$ cat config.mk
export PLATFORM = sky130hd
export DESIGN_NAME = pbh_scheme
export DESIGN_NICKNAME = d
export VERILOG_FILES = /design/src/inc/pbh_pkg.sv /design/src/rtl/pbh_scheme.sv
export SDC_FILE = /design/constraint.sdc
export NUM_CORES = 1
export LEC_CHECK = 0
export ABC_CLOCK_PERIOD_IN_PS = 2500
export BUFFER_PORTS_ARGS = -buffer_cell sky130_fd_sc_hd__buf_2
export CORE_MARGIN = 2
export CORE_UTILIZATION = 50
export CTS_CLUSTER_DIAMETER = 40
export CTS_CLUSTER_SIZE = 28
export DETAILED_ROUTE_END_ITERATION = 16
export PLACE_DENSITY = 0.81
export SLEW_MARGIN = 10
export SYNTH_ARGS = -nofsm -noshare
export SYNTH_HDL_FRONTEND = slang
export SYNTH_SLANG_ARGS = --single-unit
$ cat constraint.sdc
create_clock -name MCLK -period 2.5 [get_ports MCLK]
set_input_delay 0.375 -clock MCLK [delete_from_list [all_inputs] [get_ports MCLK]]
set_output_delay 0.375 -clock MCLK [all_outputs]
set_load 0.03 [all_outputs]
$ cat src/inc/pbh_pkg.sv
package pbh_pkg;

    // scheme selection and carrier start selection encodings
    typedef enum logic [1:0] {SCM_POTT2, SCM_BLOCKING, SCM_HYBRID} pbh_scheme_type;
    typedef enum logic [1:0] {CS_DIR, CS_OVERCURRENT, CS_DISTURBANCE} pbh_cstart_type;

    // clock rate and timer figures in milliseconds
    localparam int CLK_KHZ              = 125000;
    localparam int COORD_MS             = 2;
    localparam int GND_PERSIST_MS       = 25;
    localparam int GND_EXTEND_MS        = 30;
    localparam int DIST_DROP_MS         = 30;
    localparam int DIST_DROP_3T_MS      = 60;
    localparam int ECHO_WIN_MS          = 80;
    localparam int ECHO_WIN_3T_MS       = 50;
    localparam int WEAK_TRIP_MS         = 4;
    localparam int RCVR_COUNT_THREE_TERM = 2;

    // measurement inputs carried together
    typedef struct packed {
        logic ovr_trip;       // overreaching trip functions, phase and ground
        logic gnd_block;      // ground directional overcurrent blocking function
        logic dist_block;     // zone-four phase and ground distance blocking
        logic zero_seq_start; // zero-sequence start detector, restraint applied upstream
        logic reverse_dir;    // reverse direction unit
        logic disturbance;    // disturbance detector
        logic pos_seq_volt;   // positive-sequence voltage detector picked up
        logic oos_block;      // out-of-step block
    } pbh_meas_type;

endpackage

$ cat src/rtl/pbh_scheme.sv
`timescale 1ns/100ps
module pbh_scheme #(
    parameter int COORD_TICKS   = pbh_pkg::COORD_MS * pbh_pkg::CLK_KHZ,
    parameter int PERSIST_TICKS = pbh_pkg::GND_PERSIST_MS * pbh_pkg::CLK_KHZ,
    parameter int GEXT_TICKS    = pbh_pkg::GND_EXTEND_MS * pbh_pkg::CLK_KHZ,
    parameter int DDROP_TICKS   = pbh_pkg::DIST_DROP_MS * pbh_pkg::CLK_KHZ,
    parameter int DDROP3_TICKS  = pbh_pkg::DIST_DROP_3T_MS * pbh_pkg::CLK_KHZ,
    parameter int ECHO_TICKS    = pbh_pkg::ECHO_WIN_MS * pbh_pkg::CLK_KHZ,
    parameter int ECHO3_TICKS   = pbh_pkg::ECHO_WIN_3T_MS * pbh_pkg::CLK_KHZ,
    parameter int WEAK_TICKS    = pbh_pkg::WEAK_TRIP_MS * pbh_pkg::CLK_KHZ
) (
    // clock and reset
    input  wire logic                    MCLK,
    input  wire logic                    RST_N,
    // settings
    input  wire pbh_pkg::pbh_scheme_type SCHEME_SELECT,
    input  wire pbh_pkg::pbh_cstart_type CARRIER_START_SELECT,
    input  wire logic [1:0]              RECEIVER_COUNT_SETTING,
    input  wire logic                    START_RESTRAINT_FACTOR,
    // measurements and contact inputs
    input  wire pbh_pkg::pbh_meas_type   MEAS,
    input  wire logic                    RECEIVER_ONE_INPUT,
    input  wire logic                    RECEIVER_TWO_INPUT,
    input  wire logic                    EXTERNAL_STOP_CARRIER_INPUT,
    input  wire logic                    PILOT_TRIP_BLOCK_INPUT,
    // outputs
    output logic                         ZONE4_REVERSE,
    output logic                         START_RESTRAINT_EN,
    output logic                         CARRIER_START,
    output logic                         CARRIER_STOP,
    output logic                         PILOT_TRIP
);

    localparam int TW = 32;

    // two-flop synchronisers for every asynchronous input
    logic [12:0] sync1_reg, sync2_reg;
    logic [12:0] async_in;
    assign async_in = {MEAS, RECEIVER_ONE_INPUT, RECEIVER_TWO_INPUT,
                       EXTERNAL_STOP_CARRIER_INPUT, PILOT_TRIP_BLOCK_INPUT, 1'b0};
    always_ff @(posedge MCLK or negedge RST_N) begin
        if (!RST_N) begin
            sync1_reg <= 13'h0;
            sync2_reg <= 13'h0;
        end else begin
            sync1_reg <= async_in;
            sync2_reg <= sync1_reg;
        end
    end

    pbh_pkg::pbh_meas_type m;
    logic rx1, rx2, ext_stop, pilot_blk;
    assign m         = pbh_pkg::pbh_meas_type'(sync2_reg[12:5]);
    assign rx1       = sync2_reg[4];
    assign rx2       = sync2_reg[3];
    assign ext_stop  = sync2_reg[2];
    assign pilot_blk = sync2_reg[1];

    logic is_block, is_hybrid, three_term;
    assign is_block   = (SCHEME_SELECT == pbh_pkg::SCM_BLOCKING);
    assign is_hybrid  = (SCHEME_SELECT == pbh_pkg::SCM_HYBRID);
    assign three_term = is_hybrid && (RECEIVER_COUNT_SETTING == 2'(pbh_pkg::RCVR_COUNT_THREE_TERM));

    // zone four reversed in every scheme here, which always needs reverse blocking
    assign ZONE4_REVERSE      = is_block || is_hybrid || (SCHEME_SELECT == pbh_pkg::SCM_POTT2);
    assign START_RESTRAINT_EN = START_RESTRAINT_FACTOR;

    // trip functions override the blocking path
    logic blk_inhibit;
    assign blk_inhibit = m.ovr_trip;

    // timer state
    logic [TW-1:0] persist_reg, persist_next, gext_reg, gext_next, ddrop_reg, ddrop_next;
    logic [TW-1:0] coord_reg, coord_next, echo_reg, echo_next, weak_reg, weak_next;
    logic          gnd_armed_reg, gnd_armed_next, rx_prev_reg, rx_prev_next;
    logic          gnd_blk_out, dist_blk_out, local_block, rx_any, echo_gate, weak_gate, comparer;
    logic [TW-1:0] ddrop_len, echo_len;

    assign ddrop_len = three_term ? TW'(DDROP3_TICKS) : TW'(DDROP_TICKS);
    assign echo_len  = three_term ? TW'(ECHO3_TICKS) : TW'(ECHO_TICKS);

    // blocking outputs: live function or extended dropout, cut by trip functions
    assign gnd_blk_out  = !blk_inhibit && (m.gnd_block || gext_reg != '0);
    assign dist_blk_out = !blk_inhibit && (m.dist_block || ddrop_reg != '0);
    assign local_block  = gnd_blk_out || dist_blk_out;
    assign rx_any       = rx1 || rx2;

    // comparer: overreach, no received block (blocking only), no local block, no oos
    always_comb begin
        if (is_block) begin
            comparer = m.ovr_trip && !rx_any && !local_block && !m.oos_block;
        end else begin
            comparer = m.ovr_trip && rx_any && !local_block && !m.oos_block;
        end
    end

    assign echo_gate = is_hybrid && rx_any && !local_block && (echo_reg != '0);
    assign weak_gate = is_hybrid && !local_block && (m.disturbance || !m.pos_seq_volt)
                       && rx_any && (echo_reg != '0);

    // timer next values
    always_comb begin
        persist_next   = (m.gnd_block && !blk_inhibit && persist_reg != TW'(PERSIST_TICKS))
                         ? persist_reg + TW'(1) : (m.gnd_block && !blk_inhibit ? persist_reg : '0);
        gnd_armed_next = (persist_reg == TW'(PERSIST_TICKS)) || (gnd_armed_reg && m.gnd_block);
        if (blk_inhibit) begin
            gext_next      = '0;
            gnd_armed_next = 1'b0;
        end else if (m.gnd_block && gnd_armed_next) begin
            gext_next = TW'(GEXT_TICKS);
        end else if (gext_reg != '0) begin
            gext_next = gext_reg - TW'(1);
        end else begin
            gext_next = '0;
        end
        if (blk_inhibit) begin
            ddrop_next = '0;
        end else if (m.dist_block) begin
            ddrop_next = ddrop_len;
        end else if (ddrop_reg != '0) begin
            ddrop_next = ddrop_reg - TW'(1);
        end else begin
            ddrop_next = '0;
        end
        coord_next = !comparer ? '0 : (coord_reg == TW'(COORD_TICKS) ? coord_reg : coord_reg + TW'(1));
        rx_prev_next = rx_any;
        if (rx_any && !rx_prev_reg) begin
            echo_next = echo_len; // window opens at receipt
        end else if (!rx_any) begin
            echo_next = '0;
        end else if (echo_reg != '0) begin
            echo_next = echo_reg - TW'(1);
        end else begin
            echo_next = '0;
        end
        weak_next = !weak_gate ? '0 : (weak_reg == TW'(WEAK_TICKS) ? weak_reg : weak_reg + TW'(1));
    end

    always_ff @(posedge MCLK or negedge RST_N) begin
        if (!RST_N) begin
            persist_reg   <= '0;
            gext_reg      <= '0;
            ddrop_reg     <= '0;
            coord_reg     <= '0;
            echo_reg      <= '0;
            weak_reg      <= '0;
            gnd_armed_reg <= 1'b0;
            rx_prev_reg   <= 1'b0;
        end else begin
            persist_reg   <= persist_next;
            gext_reg      <= gext_next;
            ddrop_reg     <= ddrop_next;
            coord_reg     <= coord_next;
            echo_reg      <= echo_next;
            weak_reg      <= weak_next;
            gnd_armed_reg <= gnd_armed_next;
            rx_prev_reg   <= rx_prev_next;
        end
    end

    // ground carrier start selection
    logic gnd_start;
    always_comb begin
        case (CARRIER_START_SELECT)
            pbh_pkg::CS_DIR:         gnd_start = m.zero_seq_start && m.reverse_dir;
            pbh_pkg::CS_OVERCURRENT: gnd_start = m.zero_seq_start;
            pbh_pkg::CS_DISTURBANCE: gnd_start = m.disturbance;
            default:                 gnd_start = 1'b0;
        endcase
    end

    // keying and trip outputs, registered
    logic start_next, stop_next, trip_next, start_reg, stop_reg, trip_reg;
    always_comb begin
        if (is_block) begin
            start_next = (gnd_start || local_block) && !m.ovr_trip && !ext_stop;
            stop_next  = m.ovr_trip || ext_stop;
        end else begin
            // permissive keying of the trip frequency, or echo in hybrid
            start_next = (m.ovr_trip && !local_block || echo_gate) && !ext_stop;
            stop_next  = ext_stop;
        end
        trip_next = m.disturbance && !pilot_blk &&
                    ((coord_reg == TW'(COORD_TICKS) && comparer) ||
                     (weak_gate && weak_reg == TW'(WEAK_TICKS)));
    end

    always_ff @(posedge MCLK or negedge RST_N) begin
        if (!RST_N) begin
            start_reg <= 1'b0;
            stop_reg  <= 1'b0;
            trip_reg  <= 1'b0;
        end else begin
            start_reg <= start_next;
            stop_reg  <= stop_next;
            trip_reg  <= trip_next;
        end
    end

    assign CARRIER_START = start_reg;
    assign CARRIER_STOP  = stop_reg;
    assign PILOT_TRIP    = trip_reg;

    // assertions
    a_trip_needs_fd: assert property (@(posedge MCLK) disable iff (!RST_N)
        PILOT_TRIP |-> $past(m.disturbance)) else $error("trip without disturbance");
    a_trip_pilot_blk: assert property (@(posedge MCLK) disable iff (!RST_N)
        PILOT_TRIP |-> !$past(pilot_blk)) else $error("trip while pilot blocked");
    a_stop_ext: assert property (@(posedge MCLK) disable iff (!RST_N)
        ext_stop |=> (CARRIER_STOP && !CARRIER_START)) else $error("stop carrier ignored");
    a_block_rx_trip: assert property (@(posedge MCLK) disable iff (!RST_N)
        (is_block && rx_any && !weak_gate) |=> !PILOT_TRIP) else $error("trip despite received block");
    a_ovr_stops_car: assert property (@(posedge MCLK) disable iff (!RST_N)
        (is_block && m.ovr_trip) |=> (CARRIER_STOP && !CARRIER_START)) else $error("carrier not stopped");
    a_coord_delay: assert property (@(posedge MCLK) disable iff (!RST_N)
        (comparer && coord_reg != TW'(COORD_TICKS) && !weak_gate) |=> !PILOT_TRIP) else $error("early trip");
    a_local_blk_trip: assert property (@(posedge MCLK) disable iff (!RST_N)
        (local_block && !weak_gate) |=> !PILOT_TRIP) else $error("trip with local block");
    a_inhibit_blk: assert property (@(posedge MCLK) disable iff (!RST_N)
        m.ovr_trip |-> !local_block) else $error("blocking not inhibited");
    a_dir_start: assert property (@(posedge MCLK) disable iff (!RST_N)
        (is_block && CARRIER_START_SELECT == pbh_pkg::CS_DIR && !m.ovr_trip && !ext_stop
         && !local_block && m.zero_seq_start && !m.reverse_dir) |=> !CARRIER_START)
        else $error("dir start without reverse unit");

    // trip priority: an overreach trip wipes both dropout extensions at once
    a_trip_clears_ext: assert property (@(posedge MCLK) disable iff (!RST_N)
        m.ovr_trip |=> (gext_reg == '0 && ddrop_reg == '0))
        else $error("extension survived trip");

    // weak infeed must wait out its pickup; a spurious receive is held off
    a_weak_wait: assert property (@(posedge MCLK) disable iff (!RST_N)
        (weak_gate && weak_reg != TW'(WEAK_TICKS) && !comparer) |=> !PILOT_TRIP)
        else $error("weak trip before pickup");

    // once the window has run out, only a local overreach may key in hybrid
    a_echo_expired: assert property (@(posedge MCLK) disable iff (!RST_N)
        (is_hybrid && !m.ovr_trip && echo_reg == '0) |=> !CARRIER_START)
        else $error("echo after window");

    // three-terminal hybrid opens the shorter window on a new receipt
    a_three_term_win: assert property (@(posedge MCLK) disable iff (!RST_N)
        (three_term && rx_any && !rx_prev_reg) |=> (echo_reg == TW'(ECHO3_TICKS)))
        else $error("three terminal window wrong");

    // blocking scheme always reverses zone four, no setting involved
    a_zone4_block: assert property (@(posedge MCLK) disable iff (!RST_N)
        is_block |-> ZONE4_REVERSE)
        else $error("zone four not reversed");

    // permissive schemes never trip on the comparer without a receipt
    a_perm_needs_rx: assert property (@(posedge MCLK) disable iff (!RST_N)
        (!is_block && !rx_any && !weak_gate) |=> !PILOT_TRIP)
        else $error("permissive trip without receipt");

    // live distance block reloads the dropout with the length for this setting
    a_dist_extend: assert property (@(posedge MCLK) disable iff (!RST_N)
        (!blk_inhibit && m.dist_block) |=> (ddrop_reg == $past(ddrop_len)))
        else $error("distance dropout not loaded");

    // armed ground block keeps its extension topped up while it stands
    a_ground_arm: assert property (@(posedge MCLK) disable iff (!RST_N)
        (gnd_armed_reg && m.gnd_block && !blk_inhibit) |=> (gext_reg == TW'(GEXT_TICKS)))
        else $error("ground extension not loaded");

    // disturbance start keys the carrier when nothing stops it
    a_fd_start: assert property (@(posedge MCLK) disable iff (!RST_N)
        (is_block && CARRIER_START_SELECT == pbh_pkg::CS_DISTURBANCE && m.disturbance
         && !m.ovr_trip && !ext_stop) |=> CARRIER_START)
        else $error("disturbance start missing");

    // echo keying check and coverage of the main scenarios
    a_echo_key: assert property (@(posedge MCLK) disable iff (!RST_N)
        (echo_gate && !ext_stop) |=> CARRIER_START) else $error("echo not keyed");
    c_block_trip: cover property (@(posedge MCLK) disable iff (!RST_N) is_block && PILOT_TRIP);
    c_echo: cover property (@(posedge MCLK) disable iff (!RST_N) echo_gate);
    c_weak_trip: cover property (@(posedge MCLK) disable iff (!RST_N) weak_gate && PILOT_TRIP);
    c_gnd_extend: cover property (@(posedge MCLK) disable iff (!RST_N) gnd_armed_reg && !m.gnd_block);

endmodule

# == Word level (Yosys, flattened, before mapping) ==
# Cells that the tools add are included.
# totals
regBits,221
in_bits,21
out_inout_bits,5
word_cells,108
# op_classes
addsub,6
n_eq_ne,12
n_mux,22
reduce_logical,55
# ops
cell,count
32-bit two-way mux,15
"32-bit by 1-bit adder with 32-bit output, second input constant",3
32-bit nonzero test,3
"32-bit by 1-bit subtractor with 32-bit output, second input constant",3
"32-bit by 18-bit == test with 1-bit output, second input constant",1
"32-bit by 19-bit == test with 1-bit output, second input constant",1
"32-bit by 22-bit == test with 1-bit output, second input constant",1
"32-bit by 22-bit inequality test with 1-bit output, second input constant",1
1-bit logical AND,30
24-bit two-way mux,1
23-bit two-way mux,1
1-bit logical OR,12
1-bit zero test,8
"2-bit == test, second input constant",3
"2-bit by 1-bit == test with 1-bit output, second input constant",2
2-bit zero test,2
1-bit two-way mux,4
"2-bit inequality test, second input constant",2
1-bit case mux with 3 select lines,1
"2-bit by 1-bit inequality test with 1-bit output, second input constant",1

# == Logic depth before layout (Yosys ltp) ==
# Gate-level depths: netlist of the first run.
# logic_depth
depth_word,12
ltp_mapped,11
depth_no_buf,8

# == Worst setup path after synthesis of the first run ==
# OpenSTA, ideal clock, no wires.
# synth_timing
path_kind,reg2reg
startpoint,reg gext_reg[0]
endpoint,reg weak_reg[15]
setup_ps,71
arrival_time_ps,2472
required_time_ps,2429
path_slack_ps,-43
stages_incl_launch_ff,12
n_path_buf,3
period_less_slack_ps,2543
cell_sequence,dfrtp_1 -> inv_1 -> ha_1 -> or4b_2 -> nor2b_1 -> buf_4 -> and4_1 -> a31oi_1 -> or3_1 -> buf_6 -> buf_6 -> nor2_1
# synth_between
elab_chain_len,10
word_cells_on_any_way,11
cone_classes,eq/ne (1); mux (1); reduce/logical (9)
# synth_lines
element,line,source
start: declaration,pbh_scheme.sv:73,"logic [TW-1:0] persist_reg, persist_next, gext_reg, gext_next, ddrop_reg, ddrop_next;"
start signal: assignment,pbh_scheme.sv:151,gext_reg <= gext_next;
32-bit nonzero test *,pbh_scheme.sv:83,assign gnd_blk_out = !blk_inhibit && (m.gnd_block || gext_reg != '0);
1-bit logical OR *,pbh_scheme.sv:83,
1-bit logical AND *,pbh_scheme.sv:83,
1-bit logical OR *,pbh_scheme.sv:85,assign local_block = gnd_blk_out || dist_blk_out;
1-bit zero test *,pbh_scheme.sv:98,assign weak_gate = is_hybrid && !local_block && (m.disturbance || !m.pos_seq_volt)
1-bit logical AND * (2 in series),pbh_scheme.sv:98,
1-bit logical AND * (2 in series),pbh_scheme.sv:99,&& rx_any && (echo_reg != '0);
2-bit inequality test (no line) or 32-bit two-way mux (tied branches),--,
end signal: assignment,pbh_scheme.sv:155,weak_reg <= weak_next;
end: declaration,pbh_scheme.sv:74,"logic [TW-1:0] coord_reg, coord_next, echo_reg, echo_next, weak_reg, weak_next;"
# Mark *: on every way between the ends. The rest lies on a longest branch, timed or not.
# A chain may end at the register's enable or synchronous reset.

# == Worst setup path after layout of the first run ==
# layout_timing
startpoint,reg ddrop_reg[10]
endpoint,reg weak_reg[31]
# layout_between
elab_chain_len,10
word_cells_on_any_way,11
cone_classes,eq/ne (1); mux (1); reduce/logical (9)
# layout_lines
element,line,source
start: declaration,pbh_scheme.sv:73,
start signal: assignment,pbh_scheme.sv:152,ddrop_reg <= ddrop_next;
32-bit nonzero test *,pbh_scheme.sv:84,assign dist_blk_out = !blk_inhibit && (m.dist_block || ddrop_reg != '0);
1-bit logical OR *,pbh_scheme.sv:84,
1-bit logical AND *,pbh_scheme.sv:84,
1-bit logical OR *,pbh_scheme.sv:85,
1-bit zero test *,pbh_scheme.sv:98,
1-bit logical AND * (2 in series),pbh_scheme.sv:98,
1-bit logical AND * (2 in series),pbh_scheme.sv:99,
2-bit inequality test (no line) or 32-bit two-way mux (tied branches),--,
# Marks and branches as above.

==> flow_summary.ini, run 1 <==
[cells_and_area]
stdcell_area_um2 = 12730
antennaDiodeCount = 0
final_cells = 1443
final_nets = 1175
syn2layout_area_growth_pct = 21.24
drive_gt1_share_pct = 14.81
fin_util_pct = 61.13

[detailed_routing]
ant_nets = 0
drt-vias-per-instance = 5.502
dr.pass1.iters = 5
vias = 7939
drtIter0Drc = 484
drc = 0
wire_per_inst_um = 15.71
wirelength_um = 22670

[clock_tree]
path_clk_slew_ps = 50
cts_made_buffers = 35
clk-insertion-delay-late_ps = 510
cts_tree = done
clock_path_buffers = 3
cts.htree.levels = 2
clock-root-buffer = clkbuf_16
clock_sinks = 221

[placed_design]
dpl_cell_area_um2 = 11160
dp.cells = 1363
post-dp-hpwl_um = 14350
dp_slack_ps = -53.65
gp_congestion = 0.8142
port_buffers = 23

[grt]
grt.total_usage_pct = 20.89
grt_pass1_vias = 8132
grt_pass1_wl_um = 38150
grt-ovfl-total = 0
antenna_found_initial = 0
grt_max_degree = 75

[critical_path]
path_class = reg2reg
worstPathRequired_ps = 2940
crit_chain = or3_4 > or4_4 > nor4_4 > a31oi_2 > or3_4 > clkbuf_16 > nor2_1
cp_num_buf_inv = 1
slowest_stage = or4_4
critPathLaunchType = flop
max_stage_delay_ps = 450
end_kind = flop
crit_arrival_ps = 2980
cpMostUsedCell = or3_4
cp_top_family = simple AND/OR/NAND/NOR gates
crit_path_max_fanout = 16

[yosys]
synthTopCellsByArea = dfrtp_1 53%, xnor2_1 7.5%, nor2_1 7.3%, xor2_1 6.6%, nand3_1 2.4%
yosys.area.top_type = dfrtp_1
syn-num-nets = 1091
synthArstFlopShare_pct = 100.0
syn-mean-instance-area_um2 = 9.914
synthesis.yosys.warnings = 0
synth_seq_area_share_pct = 52.68
yosysUniqueCellTypes = 52
synth_edf_count = 0
synth_cells = 1059
synth.cell_area_um2 = 10500
yosysTopAreaCellShare_pct = 52.68
ys_ff_latch = 221
synth_flop_cell = dfrtp_1

[timing]
max_slew_margin_pct = 58.59
slew_viol_final = 0
layout_setup_ws_ps = -41.47
fmax_ghz = 0.3935
clock_skew_ps = 24.88
hold_violations = 0
setup_viol_count_final = 24
period_share_pct = 101.7
period_needed_ps = 2541
rsz0062_at_grt = true
tightest_slew_ps = 621.2

[floorplanning]
dieArea_um2 = 22170
initial_core_util_pct = 50.42
io-pin-count = 26
die_y_um = 148.9
die_w_um = 148.9
fp.coreArea_um2 = 20820
row_count = 53

[pwr]
p_clk_share_pct = 50.4
p_leak_nw = 5.524
power_density_nw_per_um2 = 752.1
combPwrFrac_pct = 8.9
p_switching_mw = 2.390
sequentialPowerShare_pct = 40.7
p_sw_share_pct = 24.96
p_int_mw = 7.184
ir_drop_mv = 0.6055

[outcome]
violations = negative setup slack
outcome = finished with violations

[worst_hold_path]
hold_class = in2reg

[flow_run]
max_cap_violations = 0
routing by layer:
metal  up-vias  global-route usage [%]  wire length [um]
met5         -                       0                 0
met4         0                   7.095               500
met3        42                   4.281              1098
met2       185                   34.59             11020
met1      3918                   27.57             10050
li1       3794                       -                 -
path summary, 6_finish.rpt:
check / start / end / slack [ps] / cells past startpoint
max in group asynchronous: RST_N / ddrop_reg[24] / 1270 / 3
min: RECEIVER_COUNT_SETTING[0] / ddrop_reg[7] / 310 / 4
min in group asynchronous: RST_N / persist_reg[29] / 410 / 2
max: ddrop_reg[10] / weak_reg[31] / -40 / 7
min reg2reg: sync1_reg[1] / sync2_reg[1] / 340 / 0
max reg2reg: ddrop_reg[10] / weak_reg[31] / -40 / 7
worst register-to-register path: stages, from the launching register on:
cell       delay, ps
dfrtp_1          370
or3_4            390
or4_4            450
nor4_4           350
a31oi_2          170
or3_4            450
clkbuf_16        200
nor2_1           110
placed cells by master, fill, tap and decap left out, types with 27 or more instances in the layout:
cell type / Yosys / layout
buf_4: 2 / 36
clkbuf_16: 0 / 37
dfrtp_1: 221 / 221
nand2_1: 55 / 55
nand3_1: 50 / 49
nand4_1: 27 / 27
nor2_1: 204 / 187
nor3_1: 47 / 46
nor4_1: 30 / 27
o21ai_0: 41 / 41
xnor2_1: 90 / 90
xor2_1: 79 / 79
timing repair:
action                                  4_1_cts  5_1_grt
cloned                                        0        2
endpoints found under the setup margin       32       45
resized for setup                            10       36
endpoints found under the hold margin        81        0
setup buffers                                 0        3
pin swaps                                     2       13
hold buffers                                 13        0
area by class of cell:
| type | count | area, um^2 |
|---|---|---|
| repair buffers | 80 | 695.7 |
| flip-flops and latches | 221 | 5530 |
| inverters | 25 | 93.84 |
| fillers | 1672 | 8094 |
| clock inverters | 20 | 246.5 |
| clock buffers | 42 | 922.1 |
| well taps | 275 | 344.1 |
| multi-input cells | 780 | 4896 |
cells in the mapped netlist (4+ instances only):
cell type,n
dfrtp_1,221
nor2_1,204
xnor2_1,90
xor2_1,79
nand2_1,55
nand3_1,50
nor3_1,47
o21ai_0,41
nor4_1,30
nand4_1,27
inv_1,25
clkbuf_1,23
a21oi_1,21
or3_1,17
and3_1,14
and4_1,11
ha_1,11
or4_1,11
or2_2,8
nand2b_1,7
nor3b_1,7
nor2b_1,6
nand3b_1,5
nor4b_1,5
buf_6,4
power groups by stage:
| stage | Sequential (mW) | Clock, mW | Combinational (mW) |
|---|---|---|---|
| final | 3.89 | 4.83 | 0.853 |
| after global routing | 3.91 | 5.07 | 0.955 |
| after CTS | 3.88 | 4.91 | 0.832 |
| after global placement | 3.93 | 0 | 0.771 |
| after floorplan | 3.91 | 0 | 0.537 |
| after detailed placement | 3.94 | 0 | 0.794 |
per-stage QoR:
step | TNS [ps] | power, mW | hold slack, ps
2_1_floorplan | 0 | 4.445 | 79.41
3_3_place_gp | 0 | 4.703 | 333.5
3_5_place_dp | -160.0 | 4.735 | 335.5
4_1_cts | 0 | 9.624 | 289.1
5_1_grt | -2384 | 9.937 | 347.5
6_report | -778.1 | 9.574 | 306.2
cells by family after synthesis:
kind of cell             Yosys count  synth area share, %
AO/OA/AOI/OAI                     75                3.849
multiplexers                       3               0.2860
flip-flops                       221                52.68
adder cells (fa/ha/maj)           11                1.311
buffers and inverters             58                2.657
AND/OR/NAND/NOR                  522                25.12
XOR/XNOR                         169                14.10
(Power assumes the default switching activity.)
==> run 2: changes to the inputs <==
--- a/config.mk
+++ b/config.mk
@@ -7,7 +7,7 @@
 export LEC_CHECK = 0
 export ABC_CLOCK_PERIOD_IN_PS = 2500
 export BUFFER_PORTS_ARGS = -buffer_cell sky130_fd_sc_hd__buf_2
-export CORE_MARGIN = 2
+export CORE_MARGIN = 5
 export CORE_UTILIZATION = 50
 export CTS_CLUSTER_DIAMETER = 40
 export CTS_CLUSTER_SIZE = 28
==> run 2 against run 1 <==
The run now ends clean. Power shrank 1.8%. Wire length decreased by 3.8%. Die area up 8.2%. Utilization shrank 0.79 points. Global-route usage fell by 2.4 points. Clock skew increased by 4.9 ps. Worst setup slack gained 46 ps. Register-to-register slack improved by 50 ps. Hold slack got worse by 8.4 ps. Clock power shrank 3%. Critical endpoint is now weak_reg[13]. Highest routed layer unchanged.
==> flow_summary.ini, run 2 (synthesis results as in run 1) <==
[outcome]
outcome = completed

[timing]
setup_viol_count_final = 0
rsz0062_at_grt = true
fmax_ghz = 0.4007
period_needed_ps = 2496
max_slew_margin_pct = 55.70
period_share_pct = 99.83
fin_tns_setup_ps = 0
holdWs_ps = 297.8
clock_skew_ps = 29.78
slew_viol_final = 0
hold_violations = 0
tightest_slew_ps = 664.6

[cells_and_area]
drive_gt1_share_pct = 13.82
seq_area_um2 = 5530
layout_common_cells = 221 x dfrtp_1, 199 x nor2_1, 90 x xnor2_1
fin_util_pct = 60.34
multi_input_area_um2 = 4805
final_nets = 1171
final_common_cell = dfrtp_1
stdcell_area_um2 = 12560
syn2layout_area_growth_pct = 19.66
fillers = 1663
antennaDiodeCount = 0

[critical_path]
end_kind = flop
path_class = reg2reg
cp_top_family = simple AND/OR/NAND/NOR gates
startpoint = ddrop_reg[10]
critPathLaunchType = flop
worstPathRequired_ps = 2940
crit_path_max_fanout = 32
crit_chain = or3_4 > or4_4 > nor4_4 > a31oi_2 > or3_4 > buf_12 > nor2_1
crit_arrival_ps = 2940
reg2reg_setup_slack_ps = 4
max_stage_delay_ps = 450
cpMostUsedCell = or3_4
cp_num_buf_inv = 1
r2r-start = ddrop_reg[10]
slowest_stage = or4_4

[pwr]
finalPower_mw = 9.400
ir_drop_mv = 0.5066
p_leak_nw = 5.454
power_density_nw_per_um2 = 748.2

[detailed_routing]
dr.pass1.iters = 5
ant_nets = 0
drtIter0Drc = 446
wire_per_inst_um = 15.15
drc = 0
drt-vias-per-instance = 5.467
wirelength_um = 21820
vias = 7872

[worst_hold_path]
hold_class = in2reg
hp-start = CARRIER_START_SELECT[1]

[placed_design]
gp_congestion = 0.8588
post-dp-hpwl_um = 14070
dpl_cell_area_um2 = 11150
port_buffers = 23

[grt]
grt-ovfl-total = 0
antenna_found_initial = 0
grt.total_usage_pct = 18.48
grt_max_degree = 79
grt_pass1_wl_um = 37290
grt_pass1_vias = 7730

[clock_tree]
clock_sinks = 221
clock-root-buffer = clkbuf_16
cts_tree = done
clk-insertion-delay-late_ps = 520
cts_made_buffers = 34
cts.htree.levels = 2
clock_path_buffers = 3
path_clk_slew_ps = 60

[floorplanning]
die_w_um = 154.9
dieArea_um2 = 24000
initial_core_util_pct = 50.42
row_count = 53
fp.coreArea_um2 = 20820
die_y_um = 154.9
io-pin-count = 26

[flow_run]
max_cap_violations = 0
run 2: final cells by class:
class                   instances  share of cell area (%)
well taps                     275                   2.739
flip-flops and latches        221                   44.02
multi-input cells             780                   38.24
repair buffers                 77                   5.079
clock inverters                27                   2.291
inverters                      25                  0.7469
clock buffers                  35                   6.882
run 2: layer usage:
layer  GRT usage, %  wire (um)
met5              0          0
met3          3.394        913
met1          25.62       9958
met2          29.32      10350
met4          6.644        597
run 2: timing repair:
action,CTS,global route
gates resized for setup,5,15
setup endpoints to repair,33,40
hold endpoints to repair,85,0
pin swaps,2,7
hold buffers,13,0
buffers inserted,1,2
run 2: worst paths after layout:
kind / to / depth (start not counted)
setup / recovery: weak_reg[13] / 7
hold / removal: CARRIER_START / 4
setup reg to reg: weak_reg[13] / 7
hold reg to reg: sync2_reg[2] / 0
max in group asynchronous: coord_reg[1] / 3
min in group asynchronous: persist_reg[29] / 2
run 2: through the flow:
stage               setup WS [ps]  std cells
finish                      4.294       1440
global route               -95.63       1440
CTS                         18.17       1438
detailed placement         -8.784       1362
global placement            60.29       1362
floorplan                   69.47       1059
run 2: tightest hold or removal path, stage by stage:
cell,delay [ps]
buf_2,120
o211ai_1,100
nor2_1,120
a211oi_2,40
run 2: report_power, final:
group | leakage [nW] | total [mW] | internal (mW) | switching [mW]
clock network | 0.548 | 4.68 | 2.76 | 1.92
logic | 1.93 | 0.834 | 0.356 | 0.477
registers | 2.98 | 3.89 | 3.73 | 0.156
